$ cat config.mk
export PLATFORM = sky130hd
export DESIGN_NAME = power_mode_and_strap_control
export DESIGN_NICKNAME = d
export VERILOG_FILES = /design/src/hw/pm_pkg.sv /design/src/hw/power_mode_and_strap_control.sv /design/src/hw/interval_timer.sv
export SDC_FILE = /design/constraint.sdc
export NUM_CORES = 1
export LEC_CHECK = 0
export ABC_AREA = 1
export BUFFER_PORTS_ARGS = -buffer_cell sky130_fd_sc_hd__clkbuf_2
export CORE_ASPECT_RATIO = 0.7
export CORE_MARGIN = 2
export CORE_UTILIZATION = 53
export CTS_CLUSTER_SIZE = 40
export DETAILED_ROUTE_END_ITERATION = 12
export PLACE_DENSITY = 0.79
export SLEW_MARGIN = 20
export SYNTH_ARGS = -nofsm -noshare
export SYNTH_HDL_FRONTEND = slang
export SYNTH_SLANG_ARGS = --single-unit
$ cat constraint.sdc
create_clock -name clk -period 2.25 [get_ports clk]
set_input_delay 0.1125 -clock clk [delete_from_list [all_inputs] [get_ports clk]]
set_output_delay 0.1125 -clock clk [all_outputs]
set_load 0.01 [all_outputs]
$ cat src/hw/pm_pkg.sv
// Constants and types for the power mode and strap controller
package pm_pkg;

  // ********************************************
  // Register offsets
  // ********************************************
  localparam logic [7:0] OFS_GLOBAL_RESET_CONTROL = 8'h26;
  localparam logic [7:0] OFS_INTERRUPT_ENABLE = 8'h90;
  localparam logic [7:0] OFS_POWER_MANAGEMENT_EVENT_CONTROL = 8'hd4;
  localparam logic [7:0] OFS_CHIP_CONFIGURATION = 8'h08;
  localparam logic [7:0] OFS_RECEIVE_FRAME_POINTER = 8'h86;
  localparam logic [7:0] OFS_SLEEP_WAKE_TIMING = 8'ha6;

  // ********************************************
  // Field positions
  // ********************************************
  localparam int CCR_BUS8_BIT = 7;
  localparam int CCR_BUS16_BIT = 6;
  localparam int CCR_EEPROM_BIT = 9;
  localparam int CCR_BIG_ENDIAN_BIT = 10;
  localparam int RFP_ENDIAN_BIT = 11;
  localparam int PMC_EVENT_BIT = 2;
  localparam int PMC_TO_NORMAL_BIT = 6;
  localparam int PMC_AUTO_WAKE_BIT = 7;
  localparam int PMC_PME_EN_BIT = 8;
  localparam int IER_ENERGY_BIT = 2;

  // ********************************************
  // Mode codes and reset values
  // ********************************************
  localparam logic [1:0] MODE_NORMAL = 2'h0;
  localparam logic [1:0] MODE_ENERGY_DETECT = 2'h1;
  localparam logic [1:0] MODE_SOFT_DOWN = 2'h2;
  localparam logic [1:0] MODE_POWER_SAVE = 2'h3;
  localparam logic [15:0] REG_RESET = 16'h0000;

  // ********************************************
  // Timing
  // ********************************************
  localparam int CLK_PERIOD_NS = 20;
  localparam int TICK_PERIOD_NS = 1000000;
  localparam int TICK_CYCLES = TICK_PERIOD_NS / CLK_PERIOD_NS;

  typedef enum logic [5:0] {
    ST_NORMAL = 6'b000001,
    ST_POWER_SAVE = 6'b000010,
    ST_ED_AWAKE = 6'b000100,
    ST_ED_SLEEP = 6'b001000,
    ST_SOFT_DOWN = 6'b010000,
    ST_PLL_WAIT = 6'b100000
  } pm_state_t;

endpackage

$ cat src/hw/power_mode_and_strap_control.sv
// Power mode controller with strap latch and host registers
// ********************************************
// ********************************************
`timescale 1ns/10ps
module power_mode_and_strap_control import pm_pkg::*; #(
  parameter int TICKS = TICK_CYCLES
) (
  input wire logic clk,
  input wire logic rst_n,
  input wire logic [7:0] reg_addr,
  input wire logic reg_wr_en,
  input wire logic reg_rd_en,
  input wire logic [15:0] reg_wdata,
  output logic [15:0] reg_rdata,
  input wire logic bus_width_strap_pin_in,
  output logic bus_width_strap_pin_out,
  output logic bus_width_strap_pin_oe_n,
  input wire logic eeprom_strap_pin_in,
  output logic eeprom_strap_pin_out,
  output logic eeprom_strap_pin_oe_n,
  input wire logic endian_strap_pin_in,
  output logic endian_strap_pin_out,
  output logic endian_strap_pin_oe_n,
  input wire logic led_drive,
  input wire logic eeprom_data_drive,
  input wire logic eeprom_clock_drive,
  input wire logic energy_present,
  input wire logic pll_locked,
  input wire logic autoneg_enabled,
  input wire logic cable_link_up,
  input wire logic power_save_ctrl_bit,
  output logic pll_enable,
  output logic phy_enable,
  output logic mac_enable,
  output logic host_enable,
  output logic energy_sense_only,
  output logic rx_unused_off,
  output logic traffic_enable,
  output logic power_event_output,
  output logic energy_irq,
  output logic bus_is_16bit,
  output logic eeprom_present,
  output logic big_endian
);

  typedef struct packed {
    pm_state_t st;
    logic ret_ed;
    logic straps_done;
    logic event_flag;
    logic [15:0] power_management_event_control;
    logic [15:0] interrupt_enable;
    logic [15:0] receive_frame_pointer;
    logic [15:0] sleep_wake_timing;
    logic [15:0] global_reset_control;
    logic [15:0] chip_configuration;
    logic [15:0] rdata;
  } ctrl_state_t;

  ctrl_state_t s_q;
  ctrl_state_t s_d;
  logic awake;
  logic timer_run;
  logic [7:0] timer_limit;
  logic timer_expired;
  logic wake_cmd;
  logic [2:0] strap_drive;
  logic [2:0] strap_out;
  logic [2:0] strap_oe_n;

  // ********************************************
  // Parameter check
  // ********************************************
  generate
    if (TICKS < 2) begin : g_bad_ticks
      $error("power_mode_and_strap_control: TICKS must be at least 2");
    end
  endgenerate

  // ********************************************
  // Sleep and wake interval timing
  // ********************************************
  // One idle cycle after each expiry restarts the count, so the wake
  // interval never inherits what is left of the go-sleep count
  assign timer_run = ((s_q.st == ST_ED_AWAKE && !energy_present) ||
                      (s_q.st == ST_ED_SLEEP && energy_present)) && !timer_expired;
  assign timer_limit = (s_q.st == ST_ED_SLEEP) ? s_q.sleep_wake_timing[15:8] : s_q.sleep_wake_timing[7:0];

  interval_timer #(
    .TICKS(TICKS)
  ) u_timer (
    .clk(clk),
    .rst_n(rst_n),
    .run(timer_run),
    .limit(timer_limit),
    .expired(timer_expired)
  );

  // ********************************************
  // Awake decode and wake command
  // ********************************************
  // Blocks that keep running clocks and accept host cycles
  assign awake = (s_q.st == ST_NORMAL) || (s_q.st == ST_POWER_SAVE) ||
                 (s_q.st == ST_ED_AWAKE);

  // Read of the global reset register, seen even while the host side sleeps
  assign wake_cmd = reg_rd_en && (reg_addr == OFS_GLOBAL_RESET_CONTROL);

  // ********************************************
  // Mode decode and register read
  // ********************************************
  function automatic pm_state_t mode_state(input logic [1:0] m);
    case (m)
      MODE_NORMAL: mode_state = ST_NORMAL;
      MODE_ENERGY_DETECT: mode_state = ST_ED_AWAKE;
      MODE_SOFT_DOWN: mode_state = ST_SOFT_DOWN;
      MODE_POWER_SAVE: mode_state = ST_POWER_SAVE;
      default: mode_state = ST_NORMAL;
    endcase
  endfunction

  function automatic logic [15:0] reg_read(input ctrl_state_t s, input logic [7:0] a);
    case (a)
      OFS_GLOBAL_RESET_CONTROL: reg_read = s.global_reset_control;
      OFS_INTERRUPT_ENABLE: reg_read = s.interrupt_enable;
      OFS_POWER_MANAGEMENT_EVENT_CONTROL: reg_read = s.power_management_event_control;
      OFS_CHIP_CONFIGURATION: reg_read = s.chip_configuration;
      OFS_RECEIVE_FRAME_POINTER: reg_read = s.receive_frame_pointer;
      OFS_SLEEP_WAKE_TIMING: reg_read = s.sleep_wake_timing;
      // Unmapped offsets read as zero
      default: reg_read = '0;
    endcase
  endfunction

  // ********************************************
  // Next state
  // ********************************************
  always_comb begin
    s_d = s_q;
    s_d.rdata = '0;

    // Capture in the first cycle after release, before pins turn round
    if (!s_q.straps_done) begin
      s_d.straps_done = 1'b1;
      s_d.chip_configuration[CCR_BUS16_BIT] = bus_width_strap_pin_in;
      s_d.chip_configuration[CCR_BUS8_BIT] = !bus_width_strap_pin_in;
      s_d.chip_configuration[CCR_EEPROM_BIT] = eeprom_strap_pin_in;
      s_d.chip_configuration[CCR_BIG_ENDIAN_BIT] = endian_strap_pin_in;
    end

    // Host reads; the global reset read doubles as the wake command
    if (reg_rd_en && awake) begin
      s_d.rdata = reg_read(s_q, reg_addr);
    end
    if (wake_cmd) begin
      if (s_q.st == ST_ED_SLEEP && !s_q.power_management_event_control[PMC_AUTO_WAKE_BIT]) begin
        s_d.st = ST_PLL_WAIT;
        s_d.ret_ed = 1'b1;
      end else if (s_q.st == ST_SOFT_DOWN) begin
        s_d.st = ST_PLL_WAIT;
        s_d.ret_ed = 1'b0;
      end
    end

    // Host writes, ignored while the host interface is gated
    if (reg_wr_en && awake) begin
      case (reg_addr)
        OFS_GLOBAL_RESET_CONTROL: s_d.global_reset_control = reg_wdata;
        OFS_INTERRUPT_ENABLE: s_d.interrupt_enable = reg_wdata;
        OFS_RECEIVE_FRAME_POINTER: s_d.receive_frame_pointer = reg_wdata;
        OFS_SLEEP_WAKE_TIMING: s_d.sleep_wake_timing = reg_wdata;
        OFS_POWER_MANAGEMENT_EVENT_CONTROL: begin
          s_d.power_management_event_control = reg_wdata;
          s_d.power_management_event_control[PMC_EVENT_BIT] = s_q.event_flag && !reg_wdata[PMC_EVENT_BIT];
          s_d.event_flag = s_q.event_flag && !reg_wdata[PMC_EVENT_BIT];
          s_d.st = mode_state(reg_wdata[1:0]);
        end
        default: s_d.st = s_q.st;
      endcase
    end

    // Hardware transitions come after the host, so an event wins a clear
    case (s_q.st)
      ST_ED_AWAKE: begin
        if (timer_expired) begin
          s_d.st = ST_ED_SLEEP;
        end
      end
      ST_ED_SLEEP: begin
        if (timer_expired) begin
          s_d.event_flag = 1'b1;
          s_d.power_management_event_control[PMC_EVENT_BIT] = 1'b1;
          if (s_q.power_management_event_control[PMC_AUTO_WAKE_BIT]) begin
            s_d.st = ST_PLL_WAIT;
            s_d.ret_ed = 1'b1;
          end else if (s_q.power_management_event_control[PMC_TO_NORMAL_BIT]) begin
            s_d.st = ST_PLL_WAIT;
            s_d.ret_ed = 1'b0;
          end
        end
      end
      ST_PLL_WAIT: begin
        // MAC and PHY wait for lock, so nothing runs on a ragged clock
        if (pll_locked) begin
          s_d.st = s_q.ret_ed ? ST_ED_AWAKE : ST_NORMAL;
          if (!s_q.ret_ed) begin
            s_d.power_management_event_control[1:0] = MODE_NORMAL;
          end
        end
      end
      ST_NORMAL, ST_POWER_SAVE, ST_SOFT_DOWN: begin
        s_d.ret_ed = s_q.ret_ed;
      end
      default: begin
        s_d.st = ST_NORMAL;
      end
    endcase
  end

  // ********************************************
  // State register
  // ********************************************
  always_ff @(posedge clk or negedge rst_n) begin
    if (!rst_n) begin
      s_q.st <= ST_NORMAL;
      s_q.ret_ed <= 1'b0;
      s_q.straps_done <= 1'b0;
      s_q.event_flag <= 1'b0;
      s_q.power_management_event_control <= REG_RESET;
      s_q.interrupt_enable <= REG_RESET;
      s_q.receive_frame_pointer <= REG_RESET;
      s_q.sleep_wake_timing <= REG_RESET;
      s_q.global_reset_control <= REG_RESET;
      s_q.chip_configuration <= REG_RESET;
      s_q.rdata <= REG_RESET;
    end else begin
      s_q <= s_d;
    end
  end

  // ********************************************
  // Block gating and pin outputs
  // ********************************************
  assign reg_rdata = s_q.rdata;
  assign pll_enable = (s_q.st != ST_ED_SLEEP) && (s_q.st != ST_SOFT_DOWN);
  assign phy_enable = awake && pll_locked;
  assign mac_enable = awake && pll_locked;
  assign host_enable = awake;
  assign energy_sense_only = (s_q.st == ST_ED_SLEEP);
  assign rx_unused_off = (s_q.st == ST_POWER_SAVE) && autoneg_enabled &&
                         !cable_link_up && power_save_ctrl_bit;
  assign traffic_enable = awake && pll_locked && !rx_unused_off;

  // ********************************************
  // Event and strap status
  // ********************************************
  assign power_event_output = s_q.event_flag && s_q.power_management_event_control[PMC_PME_EN_BIT];
  assign energy_irq = s_q.event_flag && s_q.interrupt_enable[IER_ENERGY_BIT];
  assign bus_is_16bit = s_q.chip_configuration[CCR_BUS16_BIT];
  assign eeprom_present = s_q.chip_configuration[CCR_EEPROM_BIT];
  assign big_endian = s_q.chip_configuration[CCR_BIG_ENDIAN_BIT] || s_q.receive_frame_pointer[RFP_ENDIAN_BIT];

  // ********************************************
  // Strap pins, one slice per pin
  // ********************************************
  // Slice 0 bus width, 1 EEPROM presence, 2 endian
  assign strap_drive = {eeprom_clock_drive, eeprom_data_drive, led_drive};

  generate
    for (genvar i = 0; i < 3; i++) begin : g_strap
      // Pins stay inputs until the straps are held, then serve as outputs
      assign strap_oe_n[i] = !s_q.straps_done;
      assign strap_out[i] = s_q.straps_done && strap_drive[i];
    end
  endgenerate

  assign bus_width_strap_pin_oe_n = strap_oe_n[0];
  assign eeprom_strap_pin_oe_n = strap_oe_n[1];
  assign endian_strap_pin_oe_n = strap_oe_n[2];
  assign bus_width_strap_pin_out = strap_out[0];
  assign eeprom_strap_pin_out = strap_out[1];
  assign endian_strap_pin_out = strap_out[2];

endmodule

$ cat src/hw/interval_timer.sv
// Tick divider and interval counter for the sleep and wake timing
`timescale 1ns/10ps
module interval_timer import pm_pkg::*; #(
  parameter int TICKS = TICK_CYCLES
) (
  input wire logic clk,
  input wire logic rst_n,
  input wire logic run,
  input wire logic [7:0] limit,
  output logic expired
);

  localparam int DW = (TICKS > 2) ? $clog2(TICKS) : 1;

  generate
    if (TICKS < 2) begin : g_bad
      $error("interval_timer: TICKS must be at least 2");
    end
  endgenerate

  typedef struct packed {
    logic [DW-1:0] div;
    logic [8:0] cnt;
    logic expired;
  } timer_state_t;

  timer_state_t s_q;
  timer_state_t s_d;
  logic tick;

  // ********************************************
  // Free-running timebase, kept alive while the PLL is off
  // ********************************************
  always_comb begin
    s_d = s_q;
    tick = (s_q.div == DW'(TICKS - 1));
    s_d.div = tick ? '0 : s_q.div + 1'b1;
    s_d.expired = 1'b0;
    if (!run) begin
      s_d.cnt = '0;
    end else if (tick && (s_q.cnt <= {1'b0, limit})) begin
      // Counter stops past the limit, so one interval fires once
      s_d.cnt = s_q.cnt + 1'b1;
      s_d.expired = (s_q.cnt == {1'b0, limit});
    end
  end

  always_ff @(posedge clk or negedge rst_n) begin
    if (!rst_n) begin
      s_q <= '0;
    end else begin
      s_q <= s_d;
    end
  end

  assign expired = s_q.expired;

endmodule

=== Word level (Yosys, flattened, before mapping) ===
Index checks and enable logic that the tools add are counted.

* Output and inout port bits: 34
* Bits of input ports: 39
* Bits in registers: 135

* Order comparisons: 1
* Add/sub/neg operators: 2
* Reductions and logical operators: 40
* Eq/ne operators: 20
* Multiplexer cells: 34

{| class="wikitable"
|+ Operators by type and width
! cell !! count
|-
| $mux 16 || 6
|-
| $pmux 16 s6 || 1
|-
| $mux 81 || 1
|-
| $pmux 6 s4 || 2
|-
| $mux 7 || 6
|-
| $eq 8x8->1 const B || 4
|-
| $logic_and 1x1->1 || 20
|-
| $mux 6 || 3
|-
| $mux 17 || 1
|-
| $add 16x1->16 const B || 1
|-
| $eq 16x16->1 const B || 1
|-
| $pmux 6 s2 || 1
|-
| $mux 10 || 1
|-
| $reduce_and 2->1 || 5
|-
| $add 9x1->9 const B || 1
|-
| $eq 9x8->1 || 1
|-
| $le 9x8->1 || 1
|-
| $mux 9 || 1
|-
| $eq 8x4->1 const B || 1
|-
| $eq 8x6->1 const B || 1
|-
| $logic_not 1->1 || 8
|-
| $mux 8 || 1
|-
| $eq 6x1->1 const B || 1
|-
| $eq 6x2->1 const B || 1
|-
| 17 further kinds || 27
|}

=== Longest topological paths before layout ===
Gate-level depths: netlist of run 1.

* Word-level depth: 10
* Mapped depth: 18
* Mapped depth without buffers: 17

=== Modules after synthesis ===
A second synthesis of run 1 with hierarchy kept.

* Cells, all modules: 875
* Area, all modules: 7114.3 sq um

{| class="wikitable"
|+ By module, submodules not included
! module !! times used !! area an instance (sq um) !! cells each
|-
| power_mode_and_strap_control || 1 || 5368.9 || 648
|-
| interval_timer || 1 || 1745.4 || 227
|}

=== Worst setup path before layout of run 1 ===
OpenSTA, ideal clock, no wires.

* Kind: register -> register
* Start point: register s_q[120] (netlist bit)
* End point: register u_timer.s_q[8] (netlist bit)
* Library setup time: 119 ps
* Setup slack: -40 ps
* Stages on the path, launching flop included: 17
* Arrival time: 2171 ps
* Clock period less this slack: 2290 ps
* Data required time: 2131 ps
* Cells stage by stage: dfrtp_1 nor2_1 nand4_1 buf_2 nand2_1 o21ai_0 ha_1 nand2_1 nor2_1 nand3_1 nor2_1 nand2_1 nand2_1 buf_4 nand3_1 nand2_1 nor2_1

* Word-level cells in the longest chain between the ends: 5
* Elaborated cells on any way between the ends: 11
* Classes of those cells: 1 x order compare; 3 x eq/ne; 2 x mux; 5 x reduce/logical

{| class="wikitable"
|+ Ends and longest elaborated chain
! item !! line !! text
|-
| start, declared || power_mode_and_strap_control.sv:60 || <nowiki>ctrl_state_t s_q;</nowiki>
|-
| $eq 6x4->1 / $eq 6x3->1 (equally long branches) || power_mode_and_strap_control.sv:86, power_mode_and_strap_control.sv:87, power_mode_and_strap_control.sv:85 ||
|-
| $mux 8, or another cell as far along || power_mode_and_strap_control.sv:87 || <nowiki>assign timer_limit = (s_q.st == ST_ED_SLEEP) ? s_q.sleep_wake_timing[15:8] : s_q.sleep_wake_timing[7:0];</nowiki>
|-
| $le 9x8->1 / $logic_or 1x1->1 (equally long branches) || interval_timer.sv:41, power_mode_and_strap_control.sv:85 ||
|-
| $logic_and 1x1->1, on equally long branches || interval_timer.sv:41, power_mode_and_strap_control.sv:86 ||
|-
| $ne 2x2->1 (no source line) / $mux 9 (equally long branches) || -- ||
|-
| end signal, assigned || interval_timer.sv:50 || <nowiki>s_q <= '0;</nowiki>
|-
| end signal, assigned || interval_timer.sv:52 || <nowiki>s_q <= s_d;</nowiki>
|-
| end, declared || interval_timer.sv:27 || <nowiki>timer_state_t s_q;</nowiki>
|}

Parallel ways exist; a longest one is shown, timed or not.
A chain may end at the register's enable or synchronous reset.

=== Worst setup path in the final report of run 1 ===
* Start point: register s_q[120] (netlist bit)
* End point: register u_timer.s_q[5] (netlist bit)

The elaborated chain is that of the path after synthesis.

==> Flow_metrics.wiki, run 1 <==
{| class="wikitable"
! Metric !! Value
|-
| Initial Util || 54.6%
|-
| Residual overflow from global routing || 0
|-
| Buffers on Ports || 72
|-
| Top cells by area in the synthesized netlist || sky130_fd_sc_hd__dfrtp_1 49%, sky130_fd_sc_hd__nand2_1 11%, sky130_fd_sc_hd__o21ai_0 7.4%
|-
| Total met3 wirelength after detailed routing || 1340 microns
|-
| Global-route wire length before repair || 28,200 microns
|-
| I/O pin count || 73
|-
| Total nets after synthesis || 902
|-
| Number of synthesized register bits || 135
|-
| Antenna diode count || 0
|-
| Critical hold path startpoint || reg_wdata[0]
|-
| Total routing usage reported by global routing || 25.9%
|-
| Final weighted congestion in routability-driven placement || about 0.98
|-
| Worst-skew pair later-pin latency || 0.42 ns
|-
| Startpoint type of the worst setup path || register
|-
| Violated checks || negative setup slack
|-
| Via count of the first global-routing pass || about 5,800
|-
| R2R depth || 14
|-
| Unrepaired setup endpoints after global routing || yes
|-
| Area added between synthesis and finish || 21.0%
|-
| Final Routed Wirelength || 17,100 microns
|-
| Slew at the pin closest to its max-slew limit || 0.636 ns
|-
| Maxcap violations || 0
|-
| Cell type group with the largest total delay on the critical path || simple AND/OR/NAND/NOR gates
|-
| Post-route setup slack || -0.0409 ns
|-
| Ys async rst share || 100%
|-
| Pre-Repair DR Iteration Count || 5
|-
| CTS sink count || 135
|-
| Slew HR || 57.6%
|-
| Highest-count cells in the layout ignoring fill and taps || 198 x sky130_fd_sc_hd__nand2_1, 134 x sky130_fd_sc_hd__dfrtp_1, 129 x sky130_fd_sc_hd__inv_1
|-
| Cell type of the slowest stage on the worst timing path || sky130_fd_sc_hd__dfrtp_1
|-
| Arrival time of the worst setup path || 2.59 ns
|-
| Classification of the worst-slack hold path || in -> reg
|-
| Reported leakage power || 4.32 nW
|-
| Delay of the slowest cell on the worst path || approximately 0.4 ns
|-
| Std cell rows || 34
|-
| CTS Root Cell || sky130_fd_sc_hd__clkbuf_16
|-
| Sum of met2 wire segment lengths after detailed routing || 7810 microns
|-
| Worst Clk Skew || 0.00634 ns
|-
| Area of all placed cells without fillers || 8240 sq um
|-
| Highest metal layer used by the detailed router || met4
|-
| Run status || finished with violations
|-
| Antenna violations before repair || 0
|-
| Number of flops mapped to enable cells by yosys || 0
|-
| Die Wd || 139 microns
|-
| Critical path data required time || 2.55 ns
|-
| Drc violations || 0
|-
| Critical path launch point || s_q[120]
|-
| Iter 0 DRT Violations || 631
|-
| TritonCTS buffer count || 17
|-
| Pwr dens || 749 nW/um^2
|-
| Worst reg2reg startpoint || s_q[120]
|-
| Number of gates on the worst path with buffers counted || 14
|-
| Post-layout util || 66.1%
|-
| CTS tree || built
|-
| Final-report setup violation count || 5
|-
| Dominant synthesized flop cell || sky130_fd_sc_hd__dfrtp_1
|-
| CP Cell Sequence || nor2_2 > nand4_1 > buf_6 > nand2_1 > o21ai_1 > ha_1 > or2_2 > a21o_1 > nor2_2 > nand2_2 > nand2_4 > nand3_1 > nand2_1 > nor2_1
|-
| Buffering stage count on the worst path with inverters included || 1
|-
| Detailed placer's ending HPWL || roughly 12,000 microns
|-
| Minimum setup slack among reg-to-reg paths || -0.04 ns
|-
| Slew Viols, Final || 0
|-
| Cell type contributing the most total cell area after synthesis || sky130_fd_sc_hd__dfrtp_1
|-
| Cell area after placement || around 7400 sq um
|-
| Total Negative Setup Slacks || -0.105 ns
|-
| Total via count in the routed design || 6,024
|-
| Number of warnings reported in the yosys synthesis log || 0
|-
| Post-route clock period utilization || 102%
|-
| IR drop worst, VDD || between 0.5 and 0.6 mV
|-
| Critical path destination || u_timer.s_q[5]
|-
| Proportion of layout cells with a drive suffix above 1 || 18.4%
|-
| Crit path time final || between 2 and 2.5 ns
|-
| Proportion of netlist area held by the largest area contributor || 49.3%
|-
| Critical setup path kind || reg -> reg
|-
| Hold violation count in the final report || 0
|-
| Endpoint of the most critical register-to-register path || u_timer.s_q[5]
|-
| Routed wire per std cell || approximately 15 microns
|-
| # nets final || 1,000
|-
| Smallest hold slack || 0.0296 ns
|-
| Total die area || 13,800 sq um
|-
| Register area share after synthesis || approximately 50%
|-
| Synth Instances || 853
|-
| Library cells used by synthesis || 41
|-
| Most common library cell in the layout ignoring fill and taps || sky130_fd_sc_hd__nand2_1
|-
| Maximum number of pins on one net before global-route repair || between 70 and 80
|-
| Die Y || 98.8 microns
|-
| Number of H-tree levels || 4
|-
| Antenna Nets Post-Route || 0
|-
| Post-CTS Setup Repair Bufs || 0
|-
| Number of buffers between clock root and the deepest sink || 2
|-
| Top achievable clock speed || 437 MHz
|-
| Vias per Instance || 5.35
|-
| Post-CTS clock slew at the launch and capture registers of the worst setup and hold paths || 0.06 ns
|-
| Critical path capture point type || register
|-
| Maximum net fanout on the critical path || 15
|-
| Area of the core || between 10,000 and 15,000 sq um
|-
| Met1 layer wirelength in the final routing || 7680 microns
|-
| Post-synthesis area per instance || between 7 and 8 sq um
|-
| Netlist area before placement || just under 7000 sq um
|-
| Total Power Consumption || 0.00617 W
|}
-- routing by layer --
metal  vias to the layer above  GRT usage [%]
met4                         0           7.93
li1                       2922              -
met5                         -              0
met2                       236           39.0
met3                        29           6.95
met1                      2837           37.3
-- stage by stage --
stage                     instances  setup WS, ns
after floorplan                 853       0.00783
after global placement         1073        -0.100
after detailed placement       1073        -0.226
after CTS                      1126      -0.00657
after global routing           1126        -0.188
final                          1126       -0.0409
-- synthesized netlist by cell type (6+ instances only) --
cell type and n:
sky130_fd_sc_hd__nand2_1 206, sky130_fd_sc_hd__buf_4 21, sky130_fd_sc_hd__dfrtp_1 134, sky130_fd_sc_hd__o21ai_0 100, sky130_fd_sc_hd__inv_2 6, sky130_fd_sc_hd__inv_1 129
sky130_fd_sc_hd__buf_2 12, sky130_fd_sc_hd__ha_1 10, sky130_fd_sc_hd__a211oi_1 11, sky130_fd_sc_hd__nor3_1 12, sky130_fd_sc_hd__a21oi_1 20, sky130_fd_sc_hd__nand4_1 13
sky130_fd_sc_hd__clkbuf_1 8, sky130_fd_sc_hd__nand3_1 35, sky130_fd_sc_hd__o22ai_1 22, sky130_fd_sc_hd__nor2_1 66, sky130_fd_sc_hd__nor4_1 6
-- logic make-up after synthesis --
kind of cell	count (synthesis)	synth area share, %
AO/OA/AOI/OAI	164	13.1
XOR/XNOR	3	0.386
adder cells (fa/ha/maj)	10	1.84
buffers and inverters	179	11.4
flip-flops	135	49.6
multiplexers	8	1.54
other	1	0.0551
AND/OR/NAND/NOR	353	22.0
-- timing repair --
item | 4_1_cts | 5_1_grt
resized for setup | 14 | 8
hold endpoints to repair | 119 | 0
hold buffers | 20 | 0
endpoints found under the setup margin | 9 | 11
pin swaps | 1 | 1
cloned | 1 | 0
-- final cells by class --
type	instances	area (sq um)
multi-input combinational	540	2720
timing repair buffer	120	806
tap	162	203
clock buffer	17	425
fill	992	4230
clock inverter	15	190
sequential	135	3380
inverter	137	517
-- sequential cells by signal (all words and copies together) (netlist names) --
name             flops
eeprom_present       1
reg_rdata           16
u_timer.expired      1
s_q                 91
u_timer.s_q         25
bus_is_16bit         1
-- worst min-delay path: stages --
cell                       delay [ns]
sky130_fd_sc_hd__clkbuf_2        0.17
sky130_fd_sc_hd__nand2_1         0.07
sky130_fd_sc_hd__o21ai_0         0.06
-- worst min-delay path by stage --
stage,endpoint,slack (ns),depth (start not counted)
final,s_q[80],0.03,3
after detailed placement,reg_rdata[8],0.16,1
after global placement,reg_rdata[8],0.16,1
after global routing,s_q[80],0.04,3
after CTS,s_q[80],0.01,3
after floorplan,bus_is_16bit,-0.18,0
-- power breakdown --
group	total, W	switching [W]	internal (W)
Clock	0.00286	0.00118	0.00169
Sequential	0.00263	0.0000682	0.00257
Combinational	0.000668	0.000419	0.000249
No activity file was read; power rests on OpenSTA's default activity.
==> inputs of run 2 (changes only) <==
Settings changed: SETUP_SLACK_MARGIN from default to 0.2.
==> Flow_metrics.wiki, run 2 (synthesized netlist as in run 1, its figures left out) <==
{| class="wikitable"
! Metric !! Value
|-
| Global-route wire length before repair || 28,300 microns (+0.39%)
|-
| Classification of the worst-slack hold path || in -> reg
|-
| Total routing usage reported by global routing || 25.9% (-0.068 points)
|-
| Number of buffers between clock root and the deepest sink || 2 (unchanged)
|-
| # nets final || 1,008 (+0.80%)
|-
| Startpoint type of the worst setup path || register
|-
| Area of the core || 12,500 sq um (unchanged)
|-
| Vias per Instance || 5.36 (+0.25%)
|-
| Highest-count cells in the layout ignoring fill and taps || 199 x sky130_fd_sc_hd__nand2_1, 134 x sky130_fd_sc_hd__dfrtp_1, 128 x sky130_fd_sc_hd__inv_1
|-
| Reported leakage power || 4.35 nW (+0.65%)
|-
| Top achievable clock speed || 429 MHz (-1.8%)
|-
| Post-route setup slack || -0.0836 ns (-0.0427 ns)
|-
| Total die area || 13,800 sq um (unchanged)
|-
| Slew Viols, Final || 0 (unchanged)
|-
| Final Routed Wirelength || 17,200 microns (+0.52%)
|-
| Residual overflow from global routing || 0 (unchanged)
|-
| Worst-skew pair later-pin latency || 0.42 ns (about the same)
|-
| Run status || finished with violations
|-
| Register with the most flip-flops || s_q
|-
| Die Wd || 139 microns (unchanged)
|-
| Unrepaired setup endpoints after global routing || yes
|-
| Die Y || 98.8 microns (unchanged)
|-
| Post-CTS clock slew at the launch and capture registers of the worst setup and hold paths || 0.06 ns (about the same)
|-
| Antenna violations before repair || 0 (unchanged)
|-
| Post-layout util || 66.7% (+0.60 points)
|-
| Highest metal layer used by the detailed router || met4
|-
| Setup WS pre-CTS || -0.190 ns (+0.0363 ns)
|-
| Max reg flops || 91 (unchanged)
|-
| Buffers on Ports || 72 (unchanged)
|-
| Hold violation count in the final report || 0 (unchanged)
|-
| Initial Util || 54.6% (unchanged)
|-
| CTS tree || built
|-
| Critical path capture point type || register
|-
| CTS Root Cell || sky130_fd_sc_hd__clkbuf_16
|-
| Critical setup path kind || reg -> reg
|-
| Number of H-tree levels || 4 (unchanged)
|-
| TritonCTS buffer count || 17 (unchanged)
|-
| CTS sink count || 135 (unchanged)
|-
| Antenna Nets Post-Route || 0 (unchanged)
|-
| Filler cells || 994 (+0.20%)
|-
| Crit path time final || 2.33 ns (+0.0427 ns)
|-
| Drc violations || 0 (unchanged)
|-
| Via count of the first global-routing pass || 5,660 (-1.9%)
|-
| I/O pin count || 73 (unchanged)
|-
| Detailed placer's ending HPWL || 11,600 microns (-1.3%)
|-
| Pwr dens || 738 nW/um^2 (-1.4%)
|-
| Area added between synthesis and finish || 22.1%
|-
| Violated checks || negative setup slack
|-
| Min-Delay Path Depth || 3 (unchanged)
|-
| IR drop worst, VDD || 0.564 mV (+3.7%)
|-
| Pre-Repair DR Iteration Count || 5 (unchanged)
|-
| Std cell rows || 34 (unchanged)
|-
| Total via count in the routed design || 6,082 (+0.96%)
|-
| Critical path data required time || 2.55 ns (about the same)
|-
| Arrival time of the worst setup path || 2.63 ns (+0.04 ns)
|-
| Routed wire per std cell || 15.2 microns (-0.19%)
|-
| Maximum net fanout on the critical path || 15 (unchanged)
|-
| Most common library cell in the layout ignoring fill and taps || sky130_fd_sc_hd__nand2_1
|-
| R2R depth || 14 (unchanged)
|-
| Maxcap violations || 0 (unchanged)
|-
| Maximum number of pins on one net before global-route repair || 69 (-2.8%)
|-
| Sum of met2 wire segment lengths after detailed routing || 7730 microns (-1.1%)
|-
| Final weighted congestion in routability-driven placement || 0.902 (-7.6%)
|-
| Proportion of layout cells with a drive suffix above 1 || 19.1% (+0.77 points)
|-
| Worst Clk Skew || 0.00772 ns (+0.00138 ns)
|-
| Final-report setup violation count || 8 (+3)
|-
| Iter 0 DRT Violations || 613 (-2.9%)
|-
| Antenna diode count || 0 (unchanged)
|-
| Post-route clock period utilization || 104% (+1.9 points)
|-
| Met1 layer wirelength in the final routing || 7900 microns (+2.8%)
|-
| Total met3 wirelength after detailed routing || 1320 microns (-2.1%)
|}
==> run 2: changes by cell type in the layout (fill, tap and decap cells not counted), sizes merged <==
cell	before	now
inv	143	139
clkbuf	88	90
clkinv	7	6
dlygate4sd3	20	19
clkinvlp	0	3
buf	29	38
==> run 2: path summary, 6_finish.rpt <==
| path | start | to | slack (ns) |
|---|---|---|---|
| setup / recovery | s_q[115] | u_timer.s_q[3] | -0.08 |
| hold / removal | reg_wdata[6] | s_q[86] | 0.01 |
| setup reg to reg | s_q[115] | u_timer.s_q[3] | -0.08 |
| hold reg to reg | s_q[101] | s_q[101] | 0.48 |
| max in group asynchronous | rst_n | s_q[115] | 1.36 |
| min in group asynchronous | rst_n | s_q[46] | 0.16 |
==> run 2: power breakdown <==
part | switching [W] | leakage [nW] | internal [W] | total, W
clock network | 0.00108 | 0.286 | 0.00170 | 0.00278
registers | 0.0000656 | 1.58 | 0.00257 | 0.00263
logic | 0.000442 | 2.48 | 0.000281 | 0.000724
total | 0.00159 | 4.35 | 0.00455 | 0.00614
==> run 2: area by class of cell <==
type	count	area [sq um]	area share, %
sequential	135	3380	40.7
timing repair buffer	128	863	10.4
tap	162	203	2.44
inverter	137	517	6.22
multi-input combinational	540	2750	33.1
clock buffer	19	453	5.45
clock inverter	13	145	1.75
==> run 2: per-layer routing <==
metal | global-route usage (%) | up-vias
met2 | 39.1 | 255
li1 | - | 2944
met5 | 0 | -
met4 | 7.15 | 0
met3 | 6.07 | 25
met1 | 37.7 | 2858
==> run 2: critical path, cell delays in order, from the launching register on <==
cell,delay (ns)
sky130_fd_sc_hd__dfstp_2,0.56
sky130_fd_sc_hd__nor2_4,0.05
sky130_fd_sc_hd__nand4_1,0.13
sky130_fd_sc_hd__buf_6,0.17
sky130_fd_sc_hd__o21ai_1,0.08
sky130_fd_sc_hd__ha_1,0.34
sky130_fd_sc_hd__nand2_2,0.09
sky130_fd_sc_hd__nor2_4,0.14
sky130_fd_sc_hd__nand2_1,0.08
sky130_fd_sc_hd__nand3_1,0.08
sky130_fd_sc_hd__nand2_1,0.07
sky130_fd_sc_hd__nand2_2,0.12
sky130_fd_sc_hd__nand2_4,0.09
sky130_fd_sc_hd__a21oi_1,0.15
sky130_fd_sc_hd__nor2_1,0.07
==> run 2: metrics by stage <==
stage          area [sq um]  setup TNS (ns)  hold WS (ns)  total power (W)  cells
5_1_grt                8310           -2.02       0.00482          0.00639   1134
4_1_cts                8230         -0.0110      0.000382          0.00612   1130
2_1_floorplan          6830               0        -0.183          0.00302    853
3_5_place_dp           7370           -1.18        0.0538          0.00330   1076
3_3_place_gp           7370          -0.273        0.0526          0.00328   1076
6_report               8310          -0.392        0.0102          0.00614   1134
==> run 2: what timing repair did <==
item                                    4_1_cts  5_1_grt
hold endpoints to repair                     93        0
endpoints found under the setup margin       22       22
pin swaps                                     3        7
setup buffers                                 2        4
gates resized for setup                      16       11
gates cloned                                  1        0
hold buffers                                 19        0
